===== src/hdl/intc_consts.vh =====
// Purpose: constants shared by the interrupt controller files
// Assumes: 8-bit special-function register port, one clock
// Notes:   register addresses are the printed special-function addresses
//
// Functional notes
// - two priority bits per source, msb from high
// - only strictly higher level pre-empts running routine
// - equal levels resolved by fixed hardware ranking
// - controller runs on the core clock
// - fourteen maskable sources, reset/trap/nmi never masked
// - global enable bit 7 blocks maskable sources
// - primary enable bits gate their sources
// - additional enable bits gate sources, bit7 zero
// - converter enable gates four ORed causes
// - any enabled pending interrupt wakes core from idle
// - only external requests wake from power-down
// - trigger bit selects low level or falling edge
// - edge flag cleared on vectoring, level by software
// - pins sampled every cycle, two-cycle level detected
// - accept: finish instruction, save pc, load vector
// - return clears in-progress level, restores pc
// - group flag follows its source pending bits
// - priority bits mirror enable positions, bit7 zero
// - external control flags set by hardware, write-one-clear
`ifndef INTC_CONSTS_VH
`define INTC_CONSTS_VH

// ----------------------------------------
// register addresses
// ----------------------------------------
`define ADDR_GROUP_FLAGS_A  8'h88
`define ADDR_PRIMARY_EN     8'ha8
`define ADDR_PRIO_MSB_A     8'hb7
`define ADDR_PRIO_LSB_A     8'hb8
`define ADDR_GROUP_FLAGS_B  8'hc0
`define ADDR_EXT_CTRL       8'hd8
`define ADDR_ADDITIONAL_EN  8'he8
`define ADDR_PRIO_MSB_B     8'hf7
`define ADDR_PRIO_LSB_B     8'hf8

// ----------------------------------------
// field positions and reset values
// ----------------------------------------
`define GLOBAL_EN_BIT       7
`define EXT1_FLAG_BIT       3
`define EXT1_TRIG_BIT       2
`define EXT0_FLAG_BIT       1
`define EXT0_TRIG_BIT       0
`define RST_BYTE            8'h00
`define RST_FIELD7          7'h00
`define RST_LEVEL_MASK      5'h00
`define LEVEL_NONMASKABLE   3'h4

// ----------------------------------------
// vectors
// ----------------------------------------
`define VEC_BANK_HI         8'hff
`define VEC_BANK_LO         8'hfe
`define VEC_MID             8'h00
`define VEC_OFFSET          8'h03
`define VEC_RESET_ADDR      24'hfe_0000
`define VEC_TRAP            4'hf
`define VEC_NMI             4'h7
`define VEC_EXT0            4'h0
`define VEC_EXT1            4'h2

`endif


===== src/hdl/ext_pin_sync.v =====
// Purpose: synchronise one external request pin and find its falling edge
// Assumes: pin is asynchronous to clk, idles high
// Notes:   a change counts once the second and third stages agree
`timescale 1ns/1ps
module ext_pin_sync (
	input  wire clk,
	input  wire sys_rst,
	input  wire pin_raw,
	output wire level_low,
	output wire fall_pulse
);

	reg stage1_reg;
	reg stage2_reg;
	reg stage3_reg;
	reg stable_reg;
	reg fall_reg;

	// ----------------------------------------
	// three-stage sampler, every clock
	// ----------------------------------------
	// stage1 feeds stage2 only; metastability stays contained
	always @(posedge clk) begin
		if (sys_rst) begin
			stage1_reg <= 1'b1;
			stage2_reg <= 1'b1;
			stage3_reg <= 1'b1;
			stable_reg <= 1'b1;
			fall_reg   <= 1'b0;
		end else begin
			stage1_reg <= pin_raw;
			stage2_reg <= stage1_reg;
			stage3_reg <= stage2_reg;
			if (stage2_reg == stage3_reg) begin
				stable_reg <= stage3_reg;
			end
			fall_reg <= stable_reg & ~stage3_reg & ~stage2_reg;
		end
	end

	assign level_low  = ~stable_reg;
	assign fall_pulse = fall_reg;

endmodule


===== src/hdl/irq_rank_resolver.v =====
// Purpose: pick the winning request by level, then by fixed rank
// Assumes: rank 0 is trap, rank 1 nmi, ranks 2..15 the maskable sources
// Notes:   purely combinational; a higher rank wins a tie
`timescale 1ns/1ps
`include "intc_consts.vh"
module irq_rank_resolver #(
	parameter N = 16
) (
	input  wire [N-1:0] req,
	input  wire [N-3:0] pri_msb,
	input  wire [N-3:0] pri_lsb,
	output reg          win_valid,
	output reg  [3:0]   win_rank,
	output reg  [2:0]   win_level
);

	wire [N-1:0] msb_ext;
	wire [N-1:0] lsb_ext;
	reg  [2:0]   lvl;
	integer      i;

	assign msb_ext = {pri_msb, 2'b00};
	assign lsb_ext = {pri_lsb, 2'b00};

	// ----------------------------------------
	// scan low rank to high, ties go upward
	// ----------------------------------------
	always @* begin
		win_valid = 1'b0;
		win_rank  = 4'h0;
		win_level = 3'h0;
		lvl       = 3'h0;
		for (i = 0; i < N; i = i + 1) begin
			if (i < 2) begin
				lvl = `LEVEL_NONMASKABLE;
			end else begin
				lvl = {1'b0, msb_ext[i], lsb_ext[i]};
			end
			if (req[i] && (!win_valid || lvl >= win_level)) begin
				win_valid = 1'b1;
				win_rank  = i[3:0];
				win_level = lvl;
			end
		end
	end

endmodule


===== src/hdl/four_level_interrupt_controller.v =====
// Purpose: four-level interrupt controller beside the core
// Assumes: core accepts a request with irq_ack and signals return
// Notes:   register reads answer one cycle after the read strobe
`timescale 1ns/1ps
`include "intc_consts.vh"
module four_level_interrupt_controller (
	input  wire        clk,
	input  wire        sys_rst,
	input  wire [7:0]  sfr_addr,
	input  wire        sfr_wr,
	input  wire        sfr_rd,
	input  wire [7:0]  sfr_wdata,
	output wire [7:0]  sfr_rdata,
	input  wire        ext_request_pin_0,
	input  wire        ext_request_pin_1,
	input  wire        counter_timer_pend,
	input  wire        rtc_pend,
	input  wire        uart_pend,
	input  wire        infrared_receiver_pend,
	input  wire        spi_pend,
	input  wire        usb_pend,
	input  wire        dma5_pend,
	input  wire        dma4_pend,
	input  wire        lcd_pend,
	input  wire        wire_ctl_pend,
	input  wire        audio_adc_pend,
	input  wire        amp_overcurrent_pend,
	input  wire        classd_overcurrent_pend,
	input  wire        codec_pend,
	input  wire        dma012_pend,
	input  wire        nmi_req,
	input  wire        trap_req,
	input  wire        irq_ack,
	input  wire        return_from_interrupt,
	input  wire        vector_bank_hi,
	input  wire        idle_mode,
	input  wire        power_down_mode,
	output wire        irq_req,
	output wire [3:0]  irq_vec_num,
	output wire [23:0] irq_vec_addr,
	output wire [23:0] reset_vec_addr,
	output wire [4:0]  level_in_progress,
	output wire        idle_wake,
	output wire        power_down_wake
);

	// ----------------------------------------
	// helpers
	// ----------------------------------------
	// rank order differs from vector order; trap and nmi sit lowest
	function [3:0] rank_to_vec;
		input [3:0] rank;
		begin
			if (rank == 4'h0) begin
				rank_to_vec = `VEC_TRAP;
			end else if (rank == 4'h1) begin
				rank_to_vec = `VEC_NMI;
			end else if (rank <= 4'h8) begin
				rank_to_vec = rank - 4'h2;
			end else begin
				rank_to_vec = rank - 4'h1;
			end
		end
	endfunction

	// true when no routine of this level or above is running
	function level_beats;
		input [2:0] lvl;
		input [4:0] mask;
		begin
			level_beats = ((mask >> lvl) == 5'h00);
		end
	endfunction

	// drop the highest running level on return
	function [4:0] drop_top;
		input [4:0] mask;
		integer k;
		reg     done;
		begin
			drop_top = mask;
			done     = 1'b0;
			for (k = 4; k >= 0; k = k - 1) begin
				if (mask[k] && !done) begin
					drop_top[k] = 1'b0;
					done        = 1'b1;
				end
			end
		end
	endfunction

	// ----------------------------------------
	// state
	// ----------------------------------------
	reg  [7:0]  primary_irq_enables_reg;
	reg  [6:0]  additional_irq_enables_reg;
	reg  [6:0]  priority_msb_a_reg;
	reg  [6:0]  priority_lsb_a_reg;
	reg  [6:0]  priority_msb_b_reg;
	reg  [6:0]  priority_lsb_b_reg;
	reg         ext0_flag_reg;
	reg         ext1_flag_reg;
	reg         ext0_trigger_type_reg;
	reg         ext1_trigger_type_reg;
	reg  [4:0]  in_prog_reg;
	reg  [7:0]  sfr_rdata_reg;
	reg         irq_req_reg;
	reg  [3:0]  irq_vec_num_reg;
	reg  [2:0]  irq_level_reg;
	reg  [23:0] irq_vec_addr_reg;
	reg  [23:0] reset_vec_addr_reg;
	reg         idle_wake_reg;
	reg         power_down_wake_reg;

	reg         ext0_flag_next;
	reg         ext1_flag_next;
	reg  [4:0]  in_prog_next;
	reg         irq_req_next;
	reg  [7:0]  read_data;

	wire        ext0_low;
	wire        ext0_fall;
	wire        ext1_low;
	wire        ext1_fall;
	wire        converter_group_pend;
	wire [6:0]  pend_a;
	wire [6:0]  pend_b;
	wire        global_irq_enable;
	wire [6:0]  allowed_a;
	wire [6:0]  allowed_b;
	wire [15:0] req_rank;
	wire        win_valid;
	wire [3:0]  win_rank;
	wire [2:0]  win_level;
	wire [3:0]  win_vec;
	wire        wr_ext_ctrl;
	wire        taken;

	// ----------------------------------------
	// external request pins
	// ----------------------------------------
	ext_pin_sync u_sync0 (
		.clk        (clk),
		.sys_rst    (sys_rst),
		.pin_raw    (ext_request_pin_0),
		.level_low  (ext0_low),
		.fall_pulse (ext0_fall)
	);

	ext_pin_sync u_sync1 (
		.clk        (clk),
		.sys_rst    (sys_rst),
		.pin_raw    (ext_request_pin_1),
		.level_low  (ext1_low),
		.fall_pulse (ext1_fall)
	);

	// ----------------------------------------
	// pending and enable gating
	// ----------------------------------------
	// converter causes share one request line
	assign converter_group_pend = wire_ctl_pend | audio_adc_pend
		| amp_overcurrent_pend | classd_overcurrent_pend;

	// bit order matches the enable and priority registers
	assign pend_a = {spi_pend, infrared_receiver_pend, uart_pend, rtc_pend,
		ext1_flag_reg, counter_timer_pend, ext0_flag_reg};
	assign pend_b = {dma012_pend, codec_pend, converter_group_pend, lcd_pend,
		dma4_pend, dma5_pend, usb_pend};

	assign global_irq_enable = primary_irq_enables_reg[`GLOBAL_EN_BIT];
	assign allowed_a = pend_a & primary_irq_enables_reg[6:0]
		& {7{global_irq_enable}};
	assign allowed_b = pend_b & additional_irq_enables_reg
		& {7{global_irq_enable}};

	// trap and nmi bypass every enable
	assign req_rank = {allowed_b, allowed_a, nmi_req, trap_req};

	// ----------------------------------------
	// arbitration
	// ----------------------------------------
	irq_rank_resolver #(
		.N (16)
	) u_resolver (
		.req       (req_rank),
		.pri_msb   ({priority_msb_b_reg, priority_msb_a_reg}),
		.pri_lsb   ({priority_lsb_b_reg, priority_lsb_a_reg}),
		.win_valid (win_valid),
		.win_rank  (win_rank),
		.win_level (win_level)
	);

	assign win_vec = rank_to_vec(win_rank);
	assign taken   = irq_ack & irq_req_reg;

	// ----------------------------------------
	// external flag next values
	// ----------------------------------------
	assign wr_ext_ctrl = sfr_wr && (sfr_addr == `ADDR_EXT_CTRL);

	// set wins over a same-cycle clear; a pin still low re-sets a level-triggered flag
	always @* begin
		ext0_flag_next = ext0_flag_reg;
		ext1_flag_next = ext1_flag_reg;
		if (wr_ext_ctrl && sfr_wdata[`EXT0_FLAG_BIT]) begin
			ext0_flag_next = 1'b0;
		end
		if (wr_ext_ctrl && sfr_wdata[`EXT1_FLAG_BIT]) begin
			ext1_flag_next = 1'b0;
		end
		if (taken && ext0_trigger_type_reg && irq_vec_num_reg == `VEC_EXT0) begin
			ext0_flag_next = 1'b0;
		end
		if (taken && ext1_trigger_type_reg && irq_vec_num_reg == `VEC_EXT1) begin
			ext1_flag_next = 1'b0;
		end
		if (ext0_trigger_type_reg ? ext0_fall : ext0_low) begin
			ext0_flag_next = 1'b1;
		end
		if (ext1_trigger_type_reg ? ext1_fall : ext1_low) begin
			ext1_flag_next = 1'b1;
		end
	end

	// ----------------------------------------
	// in-progress levels and request
	// ----------------------------------------
	// return is applied before a same-cycle acceptance
	always @* begin
		in_prog_next = in_prog_reg;
		if (return_from_interrupt) begin
			in_prog_next = drop_top(in_prog_reg);
		end
		if (taken) begin
			in_prog_next = in_prog_next | (5'h01 << irq_level_reg);
		end
		irq_req_next = win_valid && !irq_ack
			&& level_beats(win_level, in_prog_reg);
	end

	// ----------------------------------------
	// read mux
	// ----------------------------------------
	// unmapped addresses and reserved bits read as zero
	always @* begin
		case (sfr_addr)
			`ADDR_GROUP_FLAGS_A: read_data = {1'b0, pend_a};
			`ADDR_GROUP_FLAGS_B: read_data = {1'b0, pend_b};
			`ADDR_PRIMARY_EN:    read_data = primary_irq_enables_reg;
			`ADDR_ADDITIONAL_EN: read_data = {1'b0, additional_irq_enables_reg};
			`ADDR_PRIO_MSB_A:    read_data = {1'b0, priority_msb_a_reg};
			`ADDR_PRIO_LSB_A:    read_data = {1'b0, priority_lsb_a_reg};
			`ADDR_PRIO_MSB_B:    read_data = {1'b0, priority_msb_b_reg};
			`ADDR_PRIO_LSB_B:    read_data = {1'b0, priority_lsb_b_reg};
			`ADDR_EXT_CTRL:      read_data = {4'h0, ext1_flag_reg, ext1_trigger_type_reg,
				ext0_flag_reg, ext0_trigger_type_reg};
			default:             read_data = `RST_BYTE;
		endcase
	end

	// ----------------------------------------
	// register writes
	// ----------------------------------------
	// same clock as the core, no crossing needed
	always @(posedge clk) begin
		if (sys_rst) begin
			primary_irq_enables_reg    <= `RST_BYTE;
			additional_irq_enables_reg <= `RST_FIELD7;
			priority_msb_a_reg         <= `RST_FIELD7;
			priority_lsb_a_reg         <= `RST_FIELD7;
			priority_msb_b_reg         <= `RST_FIELD7;
			priority_lsb_b_reg         <= `RST_FIELD7;
			ext0_trigger_type_reg      <= 1'b0;
			ext1_trigger_type_reg      <= 1'b0;
		end else if (sfr_wr) begin
			case (sfr_addr)
				`ADDR_PRIMARY_EN:    primary_irq_enables_reg <= sfr_wdata;
				`ADDR_ADDITIONAL_EN: additional_irq_enables_reg <= sfr_wdata[6:0];
				`ADDR_PRIO_MSB_A:    priority_msb_a_reg <= sfr_wdata[6:0];
				`ADDR_PRIO_LSB_A:    priority_lsb_a_reg <= sfr_wdata[6:0];
				`ADDR_PRIO_MSB_B:    priority_msb_b_reg <= sfr_wdata[6:0];
				`ADDR_PRIO_LSB_B:    priority_lsb_b_reg <= sfr_wdata[6:0];
				`ADDR_EXT_CTRL: begin
					ext0_trigger_type_reg <= sfr_wdata[`EXT0_TRIG_BIT];
					ext1_trigger_type_reg <= sfr_wdata[`EXT1_TRIG_BIT];
				end
				default: begin
				end
			endcase
		end
	end

	// ----------------------------------------
	// flags, levels, core-facing outputs
	// ----------------------------------------
	always @(posedge clk) begin
		if (sys_rst) begin
			ext0_flag_reg       <= 1'b0;
			ext1_flag_reg       <= 1'b0;
			in_prog_reg         <= `RST_LEVEL_MASK;
			sfr_rdata_reg       <= `RST_BYTE;
			irq_req_reg         <= 1'b0;
			irq_vec_num_reg     <= 4'h0;
			irq_level_reg       <= 3'h0;
			irq_vec_addr_reg    <= `VEC_RESET_ADDR;
			reset_vec_addr_reg  <= `VEC_RESET_ADDR;
			idle_wake_reg       <= 1'b0;
			power_down_wake_reg <= 1'b0;
		end else begin
			ext0_flag_reg      <= ext0_flag_next;
			ext1_flag_reg      <= ext1_flag_next;
			in_prog_reg        <= in_prog_next;
			reset_vec_addr_reg <= `VEC_RESET_ADDR;
			if (sfr_rd) begin
				sfr_rdata_reg <= read_data;
			end
			irq_req_reg <= irq_req_next;
			// vector is reloaded from the current winner every cycle the request is raised
			if (irq_req_next) begin
				irq_vec_num_reg  <= win_vec;
				irq_level_reg    <= win_level;
				irq_vec_addr_reg <= {vector_bank_hi ? `VEC_BANK_HI : `VEC_BANK_LO,
					`VEC_MID, {1'b0, win_vec, 3'b000} + `VEC_OFFSET};
			end
			idle_wake_reg <= idle_mode && (req_rank != 16'h0000);
			// only the external flags may end power-down
			power_down_wake_reg <= power_down_mode && global_irq_enable
				&& (allowed_a[0] || allowed_a[2]);
		end
	end

	// ----------------------------------------
	// outputs
	// ----------------------------------------
	assign sfr_rdata         = sfr_rdata_reg;
	assign irq_req           = irq_req_reg;
	assign irq_vec_num       = irq_vec_num_reg;
	assign irq_vec_addr      = irq_vec_addr_reg;
	assign reset_vec_addr    = reset_vec_addr_reg;
	assign level_in_progress = in_prog_reg;
	assign idle_wake         = idle_wake_reg;
	assign power_down_wake   = power_down_wake_reg;

endmodule


===== config.mk =====
export PLATFORM = sky130hd
export DESIGN_NAME = four_level_interrupt_controller
export DESIGN_NICKNAME = d
export VERILOG_FILES = /design/src/hdl/ext_pin_sync.v /design/src/hdl/irq_rank_resolver.v /design/src/hdl/four_level_interrupt_controller.v
export VERILOG_INCLUDE_DIRS = /design/src /design/src/hdl
export SDC_FILE = /design/constraint.sdc
export NUM_CORES = 1
export LEC_CHECK = 0
export BUFFER_PORTS_ARGS = -buffer_cell sky130_fd_sc_hd__buf_2
export CAP_MARGIN = 10
export CORE_ASPECT_RATIO = 1.4
export CORE_UTILIZATION = 50
export CTS_CLUSTER_SIZE = 10
export DETAILED_ROUTE_END_ITERATION = 10
export PLACE_DENSITY = 0.86
export SLEW_MARGIN = 30
export SYNTH_ARGS = -nofsm -noshare
export SYNTH_HDL_FRONTEND = slang
export SYNTH_HIERARCHICAL = 1
export SYNTH_SLANG_ARGS = --single-unit
export TNS_END_PERCENT = 100

===== constraint.sdc =====
create_clock -name clk -period 16.6 [get_ports clk]
set_input_delay 1.66 -clock clk [delete_from_list [all_inputs] [get_ports clk]]
set_output_delay 1.66 -clock clk [all_outputs]
set_load 0.1 [all_outputs]

Yosys cells after proc, flatten, opt, wreduce, memory -nomap -nowiden

Index checks and enable logic that the tools add are counted.

Add/sub/neg operators: 3
Order comparisons: 16
Eq/ne operators: 13
Shift-type cells: 2
Multiplexer cells: 74
Bitwise operators: 19
Reductions and logical operators: 80

Operator list:

| kind                  | count |
|---|---|
| $eq A8 B8 Y1 const B  | 9 |
| $pmux W8 S9           | 1 |
| $mux W3               | 20 |
| $mux W4               | 11 |
| $ge A2 B3 Y1          | 14 |
| $mux W1               | 38 |
| $logic_and A1 B1 Y1   | 31 |
| $and A7 B7 Y7         | 4 |
| $logic_not A1 Y1      | 20 |
| $logic_or A1 B1 Y1    | 16 |
| $reduce_bool A16 Y1   | 1 |
| $reduce_and A2 Y1     | 7 |
| $mux W5               | 2 |
| $add A7 B2 Y8 const B | 1 |
| $logic_not A4 Y1      | 2 |
| $not A1 Y1            | 6 |
| $reduce_bool A3 Y1    | 2 |
| $and A1 B1 Y1         | 5 |
| $logic_not A5 Y1      | 1 |
| $or A5 B5 Y5          | 1 |
| $shl A1 B3 Y5 const A | 1 |
| $shr A5 B3 Y5         | 1 |
| $eq A4 B1 Y1 const B  | 1 |
| $eq A4 B2 Y1 const B  | 1 |
| 7 further kinds       | 11 |

Register bits: 96
Bits of input ports: 44
Output and inout bits: 68
Word-level logic and storage cells: 235

Longest topological paths before layout

Gate-level depths: netlist of the first run.

Depth in word-level cells: 66
Depth in mapped cells: 97
Gate-level depth less buffers: 95

Hierarchy

Netlist of the first run, hierarchy kept.

By module, submodules not included:

| module                          | instances | cells an instance | area an instance (µm²) | seq. area each (µm²) |
|---|---|---|---|---|
| four_level_interrupt_controller | 1         | 444               | 4,063.9                | 1,441.4 |
| irq_rank_resolver               | 1         | 207               | 1,457.6                | 0.0 |
| ext_pin_sync                    | 2         | 13                | 151.4                  | 100.1 |

Worst setup path before layout of the first run

OpenSTA, ideal clock, no wires.

Path kind: in2reg
Start point: input trap_req
End point: register irq_level_reg[2]
Library setup time: 0.128 ns
Arrival time: 17.393 ns
Data required time: 16.472 ns
Setup slack: -0.921 ns
Cell stages on the path: 92
Path buffers: 3
Path through: nor2_2 > buf_6 > clkbuf_1 > and2_1 > ha_1 > and2b_2 > o2bb2ai_1 > mux2i_1 > nor2_1 > ha_1 > nand2b_1 > a211oi_1 > or2_2 > o22ai_1 > ha_1 > nand2b_1 > a211oi_1 > nor2_1 > [56 not listed] > ha_1 > inv_1 > a21boi_0 > o311ai_0 > inv_1 > o31ai_1 > ha_1 > nand2b_1 > a21oi_1 > nand2_1 > nand3_1 > nand2_1 > o31ai_1 > o21ai_0 > a21oi_1 > nand3_1 > a22oi_1 > nor2_1

Cells in the longest elaborated chain, start to end: 64
Elaborated cells on any way between the ends: 96
Classes of those cells: order compare: 15; shift: 1; mux: 32; reduce/logical: 48

RTL lines:

| item                                                    | RTL line                              | text |
|---|---|---|
| from (decl)                                             | four_level_interrupt_controller.v:32  | `input wire trap_req,` |
| $mux W3 / $mux W1 (equally long branches)               | irq_rank_resolver.v:39                | `if (req[i] && (!win_valid \|\| lvl >= win_level)) begin` |
| $ge A3 B3 Y1 / $logic_not A1 Y1 (equally long branches) | irq_rank_resolver.v:39                |  |
| $logic_or A1 B1 Y1                                      | irq_rank_resolver.v:39                |  |
| $logic_and A1 B1 Y1                                     | irq_rank_resolver.v:39                |  |
| $mux W3 / $mux W1 (equally long branches)               | irq_rank_resolver.v:39                |  |
| $ge A2 B3 Y1 / $logic_not A1 Y1 (equally long branches) | irq_rank_resolver.v:39                |  |
| $logic_or A1 B1 Y1                                      | irq_rank_resolver.v:39                |  |
| $logic_and A1 B1 Y1                                     | irq_rank_resolver.v:39                |  |
| [49 not listed]                                         | --                                    |  |
| $ge A2 B3 Y1 / $logic_not A1 Y1 (equally long branches) | irq_rank_resolver.v:39                |  |
| $logic_or A1 B1 Y1                                      | irq_rank_resolver.v:39                |  |
| $logic_and A1 B1 Y1                                     | irq_rank_resolver.v:39                |  |
| $mux W3 (*)                                             | irq_rank_resolver.v:39                |  |
| net level_beats.lvl[0]                                  | four_level_interrupt_controller.v:68  | `input [2:0] lvl;` |
| $shr A5 B3 Y5 (*)                                       | four_level_interrupt_controller.v:71  | `level_beats = ((mask >> lvl) == 5'h00);` |
| $logic_not A5 Y1 (*)                                    | four_level_interrupt_controller.v:71  |  |
| $logic_and A1 B1 Y1 (*)                                 | four_level_interrupt_controller.v:239 | `&& level_beats(win_level, in_prog_reg);` |
| to (signal assigned)                                    | four_level_interrupt_controller.v:322 | `irq_level_reg <= win_level;` |
| to (decl)                                               | four_level_interrupt_controller.v:109 | `reg [2:0] irq_level_reg;` |

The timed path passes the listed nets; every way through them passes the cells marked *.
A chain may end at the register's enable or synchronous reset.

Worst setup path in the final report of the first run

Start point: input nmi_req
End point: register irq_vec_num_reg[0], in the netlist irq_vec_num[0]

Cells in the longest elaborated chain, start to end: 62
Elaborated cells on any way between the ends: 114
Classes of those cells: add/sub: 2; order compare: 15; eq/ne: 1; shift: 1; mux: 48; reduce/logical: 47

RTL lines:

| item                                                    | RTL line                              | text |
|---|---|---|
| from (decl)                                             | four_level_interrupt_controller.v:31  | `input wire nmi_req,` |
| $logic_and A1 B1 Y1 (*)                                 | irq_rank_resolver.v:39                |  |
| $mux W3 / $mux W1 (equally long branches)               | irq_rank_resolver.v:39                |  |
| $ge A2 B3 Y1 / $logic_not A1 Y1 (equally long branches) | irq_rank_resolver.v:39                |  |
| $logic_or A1 B1 Y1                                      | irq_rank_resolver.v:39                |  |
| $logic_and A1 B1 Y1                                     | irq_rank_resolver.v:39                |  |
| $mux W3 / $mux W1 (equally long branches)               | irq_rank_resolver.v:39                |  |
| $ge A2 B3 Y1 / $logic_not A1 Y1 (equally long branches) | irq_rank_resolver.v:39                |  |
| $logic_or A1 B1 Y1                                      | irq_rank_resolver.v:39                |  |
| [47 not listed]                                         | --                                    |  |
| $logic_or A1 B1 Y1                                      | irq_rank_resolver.v:39                |  |
| $logic_and A1 B1 Y1                                     | irq_rank_resolver.v:39                |  |
| $mux W4 (*)                                             | irq_rank_resolver.v:39                |  |
| net win_rank[1]                                         | four_level_interrupt_controller.v:133 | `wire [3:0] win_rank;` |
| $le A4 B4 Y1                                            | four_level_interrupt_controller.v:58  | `end else if (rank <= 4'h8) begin` |
| $mux W4                                                 | four_level_interrupt_controller.v:58  |  |
| $mux W4                                                 | four_level_interrupt_controller.v:56  | `end else if (rank == 4'h1) begin` |
| $mux W4 (*)                                             | four_level_interrupt_controller.v:54  | `if (rank == 4'h0) begin` |
| to (signal assigned)                                    | four_level_interrupt_controller.v:321 | `irq_vec_num_reg <= win_vec;` |
| to (decl)                                               | four_level_interrupt_controller.v:108 | `reg [3:0] irq_vec_num_reg;` |

Marks and branches as above.

==> metrics.md, run 1 <==
| Metric | Value |
|---|---|
| Time the worst path needs with I/O delays and setup | `16.72 ns` |
| Element type at the critical path end | `flop` |
| Max layer used | `met4` |
| Starting density of the core | `0.514` |
| Number of antenna violations at the first check in global routing | `0` |
| Die boundary width | `93.2 um` |
| Power density over the cells | `65.2 mW/mm2` |
| Worst path setup slack after routing | `-0.120 ns` |
| Total Die Area | `0.0121 mm2` |
| Number of fill cells | `767` |
| Total count of hold-check failures in the final report | `0` |
| Classification of the worst setup path | `primary input to flop` |
| Maximum level of the CTS H-tree | `3` |
| CP Data Required Time | `16.79 ns` |
| Critical Path Slowest Stage Cell | `a221o_2` |
| Actual transition at the worst max-transition pin | `0.784 ns` |
| Met3 Routed Length | `1.84 mm` |
| Count of unresolved DRC violations after routing | `0` |
| Number of buffers on the longest clock path | `2` |
| Via/cell ratio | `6.32` |
| Wire length on met2 | `10.6 mm` |
| CP max FO | `6` |
| Maximum Capacitance Violations | `0` |
| Root buffer selected by CTS | `clkbuf_16` |
| Share of the clock period used by the worst path after layout | `1.01` |
| Setup repair after global routing missed its margin | `yes` |
| Source of the worst register-to-register timing path | `primary_irq_enables_reg[0]` |
| Placed wire-length estimate | `12.4 mm` |
| Worst path most repeated cell | `buf_4` |
| TritonCTS clock tree | `yes` |
| Fin Setup TNS | `-0.628 ns` |
| Global-route congestion overflow total | `0` |
| Post-DR wirelength/cell | `21.9 um` |
| Cell leakage power | `3.46 nW` |
| Start point of the critical path | `nmi_req` |
| Commonest non-fill, non-tap cell in the layout | `buf_4` |
| Number of buffers created by CTS | `9` |
| Top library cells by usage in the layout, fill and taps aside | `buf_4 (92), dfxtp_1 (82), nor2_1 (80)` |
| Number of inserted diodes | `0` |
| Endpoint of the worst-slack reg-to-reg timing path | `irq_vec_num[0]` |
| Number of global-route vias before repair | `5723` |
| Outcome | `finished, violations left` |
| Largest net degree at the start of global routing | `45` |
| Max Slew Vio Count | `0` |
| Worst clock skew | `0.0101 ns` |
| Share of final-layout standard cells stronger than drive strength 1 | `0.429` |
| Fin cells | `976` |
| FFs w/ async S/R, synth | `0` |
| Vertical die dimension | `130 um` |
| Post-synthesis cell count | `677` |
| Most frequently used flop master after synthesis | `dfxtp_1` |
| Overall power | `0.514 mW` |
| Reg2reg path depth | `96` |
| Core outline area | `0.0113 mm2` |
| Number of nets in the final layout | `896` |
| Setup-violating endpoint count in the final report | `9` |
| Routed metal-1 wirelength | `7.34 mm` |
| Flop2flop setup slack | `0.31 ns` |
| Number of enable flip-flop cells after synthesis | `0` |
| Global-route total usage across every layer | `0.307` |
| Clock Sink Count | `82` |
| Instance count after placement with tap cells included | `921` |
| Yosys warns | `6` |
| Stage delay of the slowest cell on the critical path | `0.40 ns` |
| Syn-to-layout area delta | `35.4%` |
| # port buffers | `70` |
| Syn_area_per_cell | `8.60 um2` |
| Worst min path class | `flop to flop` |
| Insertion delay to the later sink of the worst-skew pair | `0.35 ns` |
| Cell area after technology mapping | `0.00582 mm2` |
| Critical Path End | `irq_vec_num[0]` |
| Wire length of the first global-routing pass | `28.4 mm` |
| Number of storage elements in the synthesis netlist | `82` |
| Clock slew seen by the registers of the worst setup and hold paths | `0.07 ns` |
| Unique masters post-synth | `95` |
| Aggregate routed wire length | `21.4 mm` |
| Violated checks | `negative setup slack` |
| Count of antenna-violating nets left after detailed routing | `0` |
| Routability congestion estimate from global placement | `0.956` |
| Startpoint type of the worst setup path | `primary input` |
| Number of rows in the core area | `46` |
| Setup Slack @ Placement | `-0.634 ns` |
| Number of DRC markers in iteration 0 | `840` |
| Number of vias in the routed layout | `6169` |
| Drt pass-1 iters | `5` |
| Portion of the post-synthesis area used by sequential elements | `0.282` |
| IR drop worst, VDD | `75.0 uV` |
| Worst Hold Margin | `0.420 ns` |
| Highest Clock Rate | `59.8 MHz` |
| Arrival @ worst endpoint | `16.91 ns` |
| Relative slew margins | `0.478` |
| Number of ports placed on the die boundary | `112` |
routing by layer:
| layer | track usage | vias up |
|---|---|---|
| li1 | - | 2650 |
| met1 | 0.332 | 2903 |
| met2 | 0.528 | 460 |
| met3 | 0.0542 | 156 |
| met4 | 0.241 | 0 |
| met5 | 0 | - |
stage by stage:
step | area (um2) | utilization
floorplan | 6060 | -
global placement | 6540 | 0.577
detailed placement | 6540 | 0.577
CTS | 7170 | 0.632
global route | 7880 | 0.695
finish | 7880 | 0.695
layout make-up:
cell class	instances	area, um2	share of cell area
multi-input cells	537	4510	0.572
flip-flops and latches	82	1640	0.208
repair buffers	168	1130	0.144
clock buffers	9	225	0.0286
well taps	144	180	0.0229
inverters	29	111	0.0141
clock inverters	7	83.8	0.0106
worst max-delay path, delay by kind of cell:
family | cells | cell delay, ns
buffers and inverters | 15 | 1.84
adder cells (fa/ha/maj) | 13 | 3.54
multiplexers | 2 | 0.61
AND/OR/NAND/NOR | 31 | 3.77
AO/OA/AOI/OAI | 35 | 5.44
Yosys cell counts (6+ instances only):
cell,count,area [um2]
buf_4,50,375
ha_1,25,313
nand3_1,17,85.1
nor3_1,14,70.1
nor2_1,90,338
dfxtp_1,82,1640
inv_1,28,105
a22oi_1,14,105
and3_1,16,100
a211oi_1,6,45.0
nand2_1,39,146
a21oi_1,35,175
nand2b_1,20,125
clkbuf_1,10,37.5
mux2i_1,52,521
or2_2,6,37.5
o21ai_0,18,90.1
mux2_2,9,101
how the worst min path moves through the flow:
stage                            start                 end  slack [ns]  depth (start not counted)
global placement    u_sync0/stage1_reg  u_sync0/stage2_reg        0.40                          1
floorplan           u_sync0/stage1_reg  u_sync0/stage2_reg        0.39                          1
detailed placement  u_sync1/stage1_reg  u_sync1/stage2_reg        0.40                          1
global route        u_sync1/stage3_reg  u_sync1/fall_pulse        0.44                          1
finish              u_sync1/stage1_reg  u_sync1/stage2_reg        0.42                          1
CTS                 u_sync1/stage1_reg  u_sync1/stage2_reg        0.42                          1
timing repair:
action / in CTS / in global routing
gates cloned: 0 / 0
hold buffers: 0 / 0
resized for setup: 34 / 111
endpoints found under the setup margin: 10 / 10
pin swaps: 22 / 56
buffers inserted: 22 / 17
report_power, final:
part	switching, mW	internal, mW
clock network	0.0912	0.119
logic	0.0842	0.0177
registers	0.00229	0.199
total	0.178	0.336
cell families (layout without fill, tap and decap cells):
group,count (synthesis),after routing,synth area share
simple gates,260,260,0.245
compound gates,142,142,0.185
buf+inv,97,213,0.102
flops,82,82,0.282
mux,67,67,0.129
fa+ha+maj,26,26,0.0554
other cells,2,41,0.00129
xor+xnor,1,1,0.00150
(Power assumes the default switching activity.)
==> run 2, diff against run 1 <==
--- a/config.mk
+++ b/config.mk
@@ -12,7 +12,7 @@
 export CORE_UTILIZATION = 50
 export CTS_CLUSTER_SIZE = 10
 export DETAILED_ROUTE_END_ITERATION = 10
-export PLACE_DENSITY = 0.86
+export PLACE_DENSITY = 0.83
 export SLEW_MARGIN = 30
 export SYNTH_ARGS = -nofsm -noshare
 export SYNTH_HDL_FRONTEND = slang
==> constraint.sdc (replaced) <==
create_clock -name clk -period 19.8 [get_ports clk]
set_input_delay 1.98 -clock clk [delete_from_list [all_inputs] [get_ports clk]]
set_output_delay 1.98 -clock clk [all_outputs]
set_load 0.1 [all_outputs]
==> metrics.md, run 2 (synthesis gave the netlist of run 1 again) <==
| Metric | Value |
|---|---|
| Outcome | `finished, final reports clean` |
| Number of buffers created by CTS | `9 (unchanged)` |
| Global-route total usage across every layer | `0.254 (-0.0527)` |
| Number of vias in the routed layout | `5232 (-15%)` |
| Arrival @ worst endpoint | `18.57 ns (+1.66 ns)` |
| Die boundary width | `93.2 um (unchanged)` |
| Reg2reg path depth | `91 (-5.2%)` |
| Worst path most repeated cell | `ha_1` |
| Worst min path class | `flop to flop` |
| Power density over the cells | `64.3 mW/mm2 (-1.4%)` |
| # port buffers | `70 (unchanged)` |
| Drt pass-1 iters | `6 (+1)` |
| Total Die Area | `0.0121 mm2 (unchanged)` |
| Routability congestion estimate from global placement | `0.982 (+2.8%)` |
| IR drop worst, VDD | `70.7 uV (-5.8%)` |
| Number of buffers on the longest clock path | `2 (unchanged)` |
| Count of antenna-violating nets left after detailed routing | `0 (unchanged)` |
| Fin Setup TNS | `0 ns (+0.628 ns)` |
| Total count of hold-check failures in the final report | `0 (unchanged)` |
| Placed wire-length estimate | `11.5 mm (-7.1%)` |
| Endpoint of the worst-slack reg-to-reg timing path | `irq_vec_addr[6]` |
| Number of antenna violations at the first check in global routing | `0 (unchanged)` |
| Actual transition at the worst max-transition pin | `0.712 ns (-0.0715 ns)` |
| Aggregate routed wire length | `15.3 mm (-29%)` |
| Top library cells by usage in the layout, fill and taps aside | `nor2_1 (89), dfxtp_1 (82), buf_2 (70)` |
| CP Buf/Inv Count | `3 (-12)` |
| Number of rows in the core area | `46 (unchanged)` |
| Insertion delay to the later sink of the worst-skew pair | `0.34 ns (about the same)` |
| CP Data Required Time | `20.01 ns (+3.22 ns)` |
| Highest Clock Rate | `54.5 MHz` |
| Core outline area | `0.0113 mm2 (unchanged)` |
| Vertical die dimension | `130 um (unchanged)` |
| Maximum Capacitance Violations | `0 (unchanged)` |
| Worst clock skew | `0.00610 ns (-0.00398 ns)` |
| CP max FO | `8 (+2)` |
| Critical Path Slowest Stage Cell | `a221o_2` |
| Number of DRC markers in iteration 0 | `488 (-42%)` |
| Via/cell ratio | `5.94 (-6.0%)` |
| TritonCTS clock tree | `yes` |
| Number of inserted diodes | `0 (unchanged)` |
| Clock slew seen by the registers of the worst setup and hold paths | `0.06 ns (about the same)` |
| Root buffer selected by CTS | `clkbuf_16` |
| Setup-violating endpoint count in the final report | `0 (-9)` |
| Commonest non-fill, non-tap cell in the layout | `nor2_1` |
| Setup repair after global routing missed its margin | `no` |
| Overall power | `0.409 mW (-20%)` |
| Classification of the worst setup path | `primary input to flop` |
| Delay-heaviest family, CP | `compound AO/OA/AOI/OAI gates` |
| Element type at the critical path end | `flop` |
| Time the worst path needs with I/O delays and setup | `18.35 ns` |
| Relative slew margins | `0.525 (+0.0477)` |
| Syn-to-layout area delta | `9.22%` |
| WHS Path Cells | `1 (unchanged)` |
| Share of the clock period used by the worst path after layout | `0.927` |
| Number of global-route vias before repair | `4816 (-16%)` |
| Startpoint type of the worst setup path | `primary input` |
| Count of unresolved DRC violations after routing | `0 (unchanged)` |
| Number of hold-repair buffers added at the cts stage | `0 (unchanged)` |
| Number of nets in the final layout | `801 (-11%)` |
| Starting density of the core | `0.514 (unchanged)` |
| Source of the worst register-to-register timing path | `primary_irq_enables_reg[7]` |
| Cell leakage power | `2.74 nW (-21%)` |
| Source of the worst hold timing path | `u_sync0/stage1_reg` |
| Largest net degree at the start of global routing | `61 (+36%)` |
| Max Slew Vio Count | `0 (unchanged)` |
| Stage delay of the slowest cell on the critical path | `0.42 ns (+0.02 ns)` |
| Wire length of the first global-routing pass | `23.9 mm (-16%)` |
| Maximum level of the CTS H-tree | `3 (unchanged)` |
| End point of the most critical hold path | `u_sync0/stage2_reg` |
| Number of ports placed on the die boundary | `112 (unchanged)` |
| Share of final-layout standard cells stronger than drive strength 1 | `0.229 (-0.200)` |
| Flop2flop setup slack | `2.05 ns (+1.74 ns)` |
| Global-route congestion overflow total | `0 (unchanged)` |
| Post-DR wirelength/cell | `17.3 um (-21%)` |
| Clock Sink Count | `82 (unchanged)` |
## run 2: cell count changes in the layout (fill, tap and decap cells not counted), sizes merged
cell    before  now
inv         31   32
clkbuf       9   10
buf        168   73
clkinv       3    2
bufinv       1    0
## run 2: metal layers
layer  vias up  part of all wire  global-route usage
li1       2465                 -                   -
met1      2423              0.38               0.292
met2       274              0.49               0.433
met3        70             0.063              0.0408
met4         0             0.068               0.171
met5         -                 0                   0
## run 2: per-stage QoR
step	util	setup slack (ns)	hold WS (ns)	cell area, um2	std cells
floorplan	-	1.96	0.389	5970	716
global placement	0.533	1.14	0.392	6040	865
detailed placement	0.533	0.678	0.394	6040	865
CTS	0.559	0.912	0.410	6330	881
global route	0.561	0.0240	0.423	6360	881
finish	0.561	1.45	0.409	6360	881
## run 2: worst max-delay path by stage
stage / cells past startpoint / end / startpoint
floorplan: 92 / irq_level_reg[2] / trap_req
global placement: 90 / irq_vec_addr[6] / trap_req
detailed placement: 92 / irq_vec_addr[6] / trap_req
CTS: 92 / irq_vec_addr[6] / trap_req
global route: 91 / irq_vec_addr[6] / trap_req
finish: 91 / irq_vec_addr[6] / trap_req
## run 2: worst register-to-register path: cells and delay by family, from the launching register on
family,cells,cell delay [ns]
and+or+nand+nor,40,5.89
AOI/OAI and AO/OA,33,6.52
muxes,3,1.05
adders and majority gates,13,3.27
buffers and inverters,2,0.21
DFF,1,0.70
## run 2: layout make-up
class	count	area, um2
clock inverters	6	53.8
flip-flops and latches	82	1640
well taps	144	180
inverters	29	109
clock buffers	10	239
repair buffers	73	373
fillers	1002	4980
multi-input cells	537	3760
## run 2: timing repair
item,4_1_cts,5_1_grt
resized for setup,0,6
setup endpoints to repair,0,10
setup buffers,0,0
## run 2: power breakdown
group          total, mW  switching, mW  internal (mW)
registers          0.168        0.00152          0.167
logic             0.0772         0.0664         0.0109
clock network      0.163         0.0723         0.0908
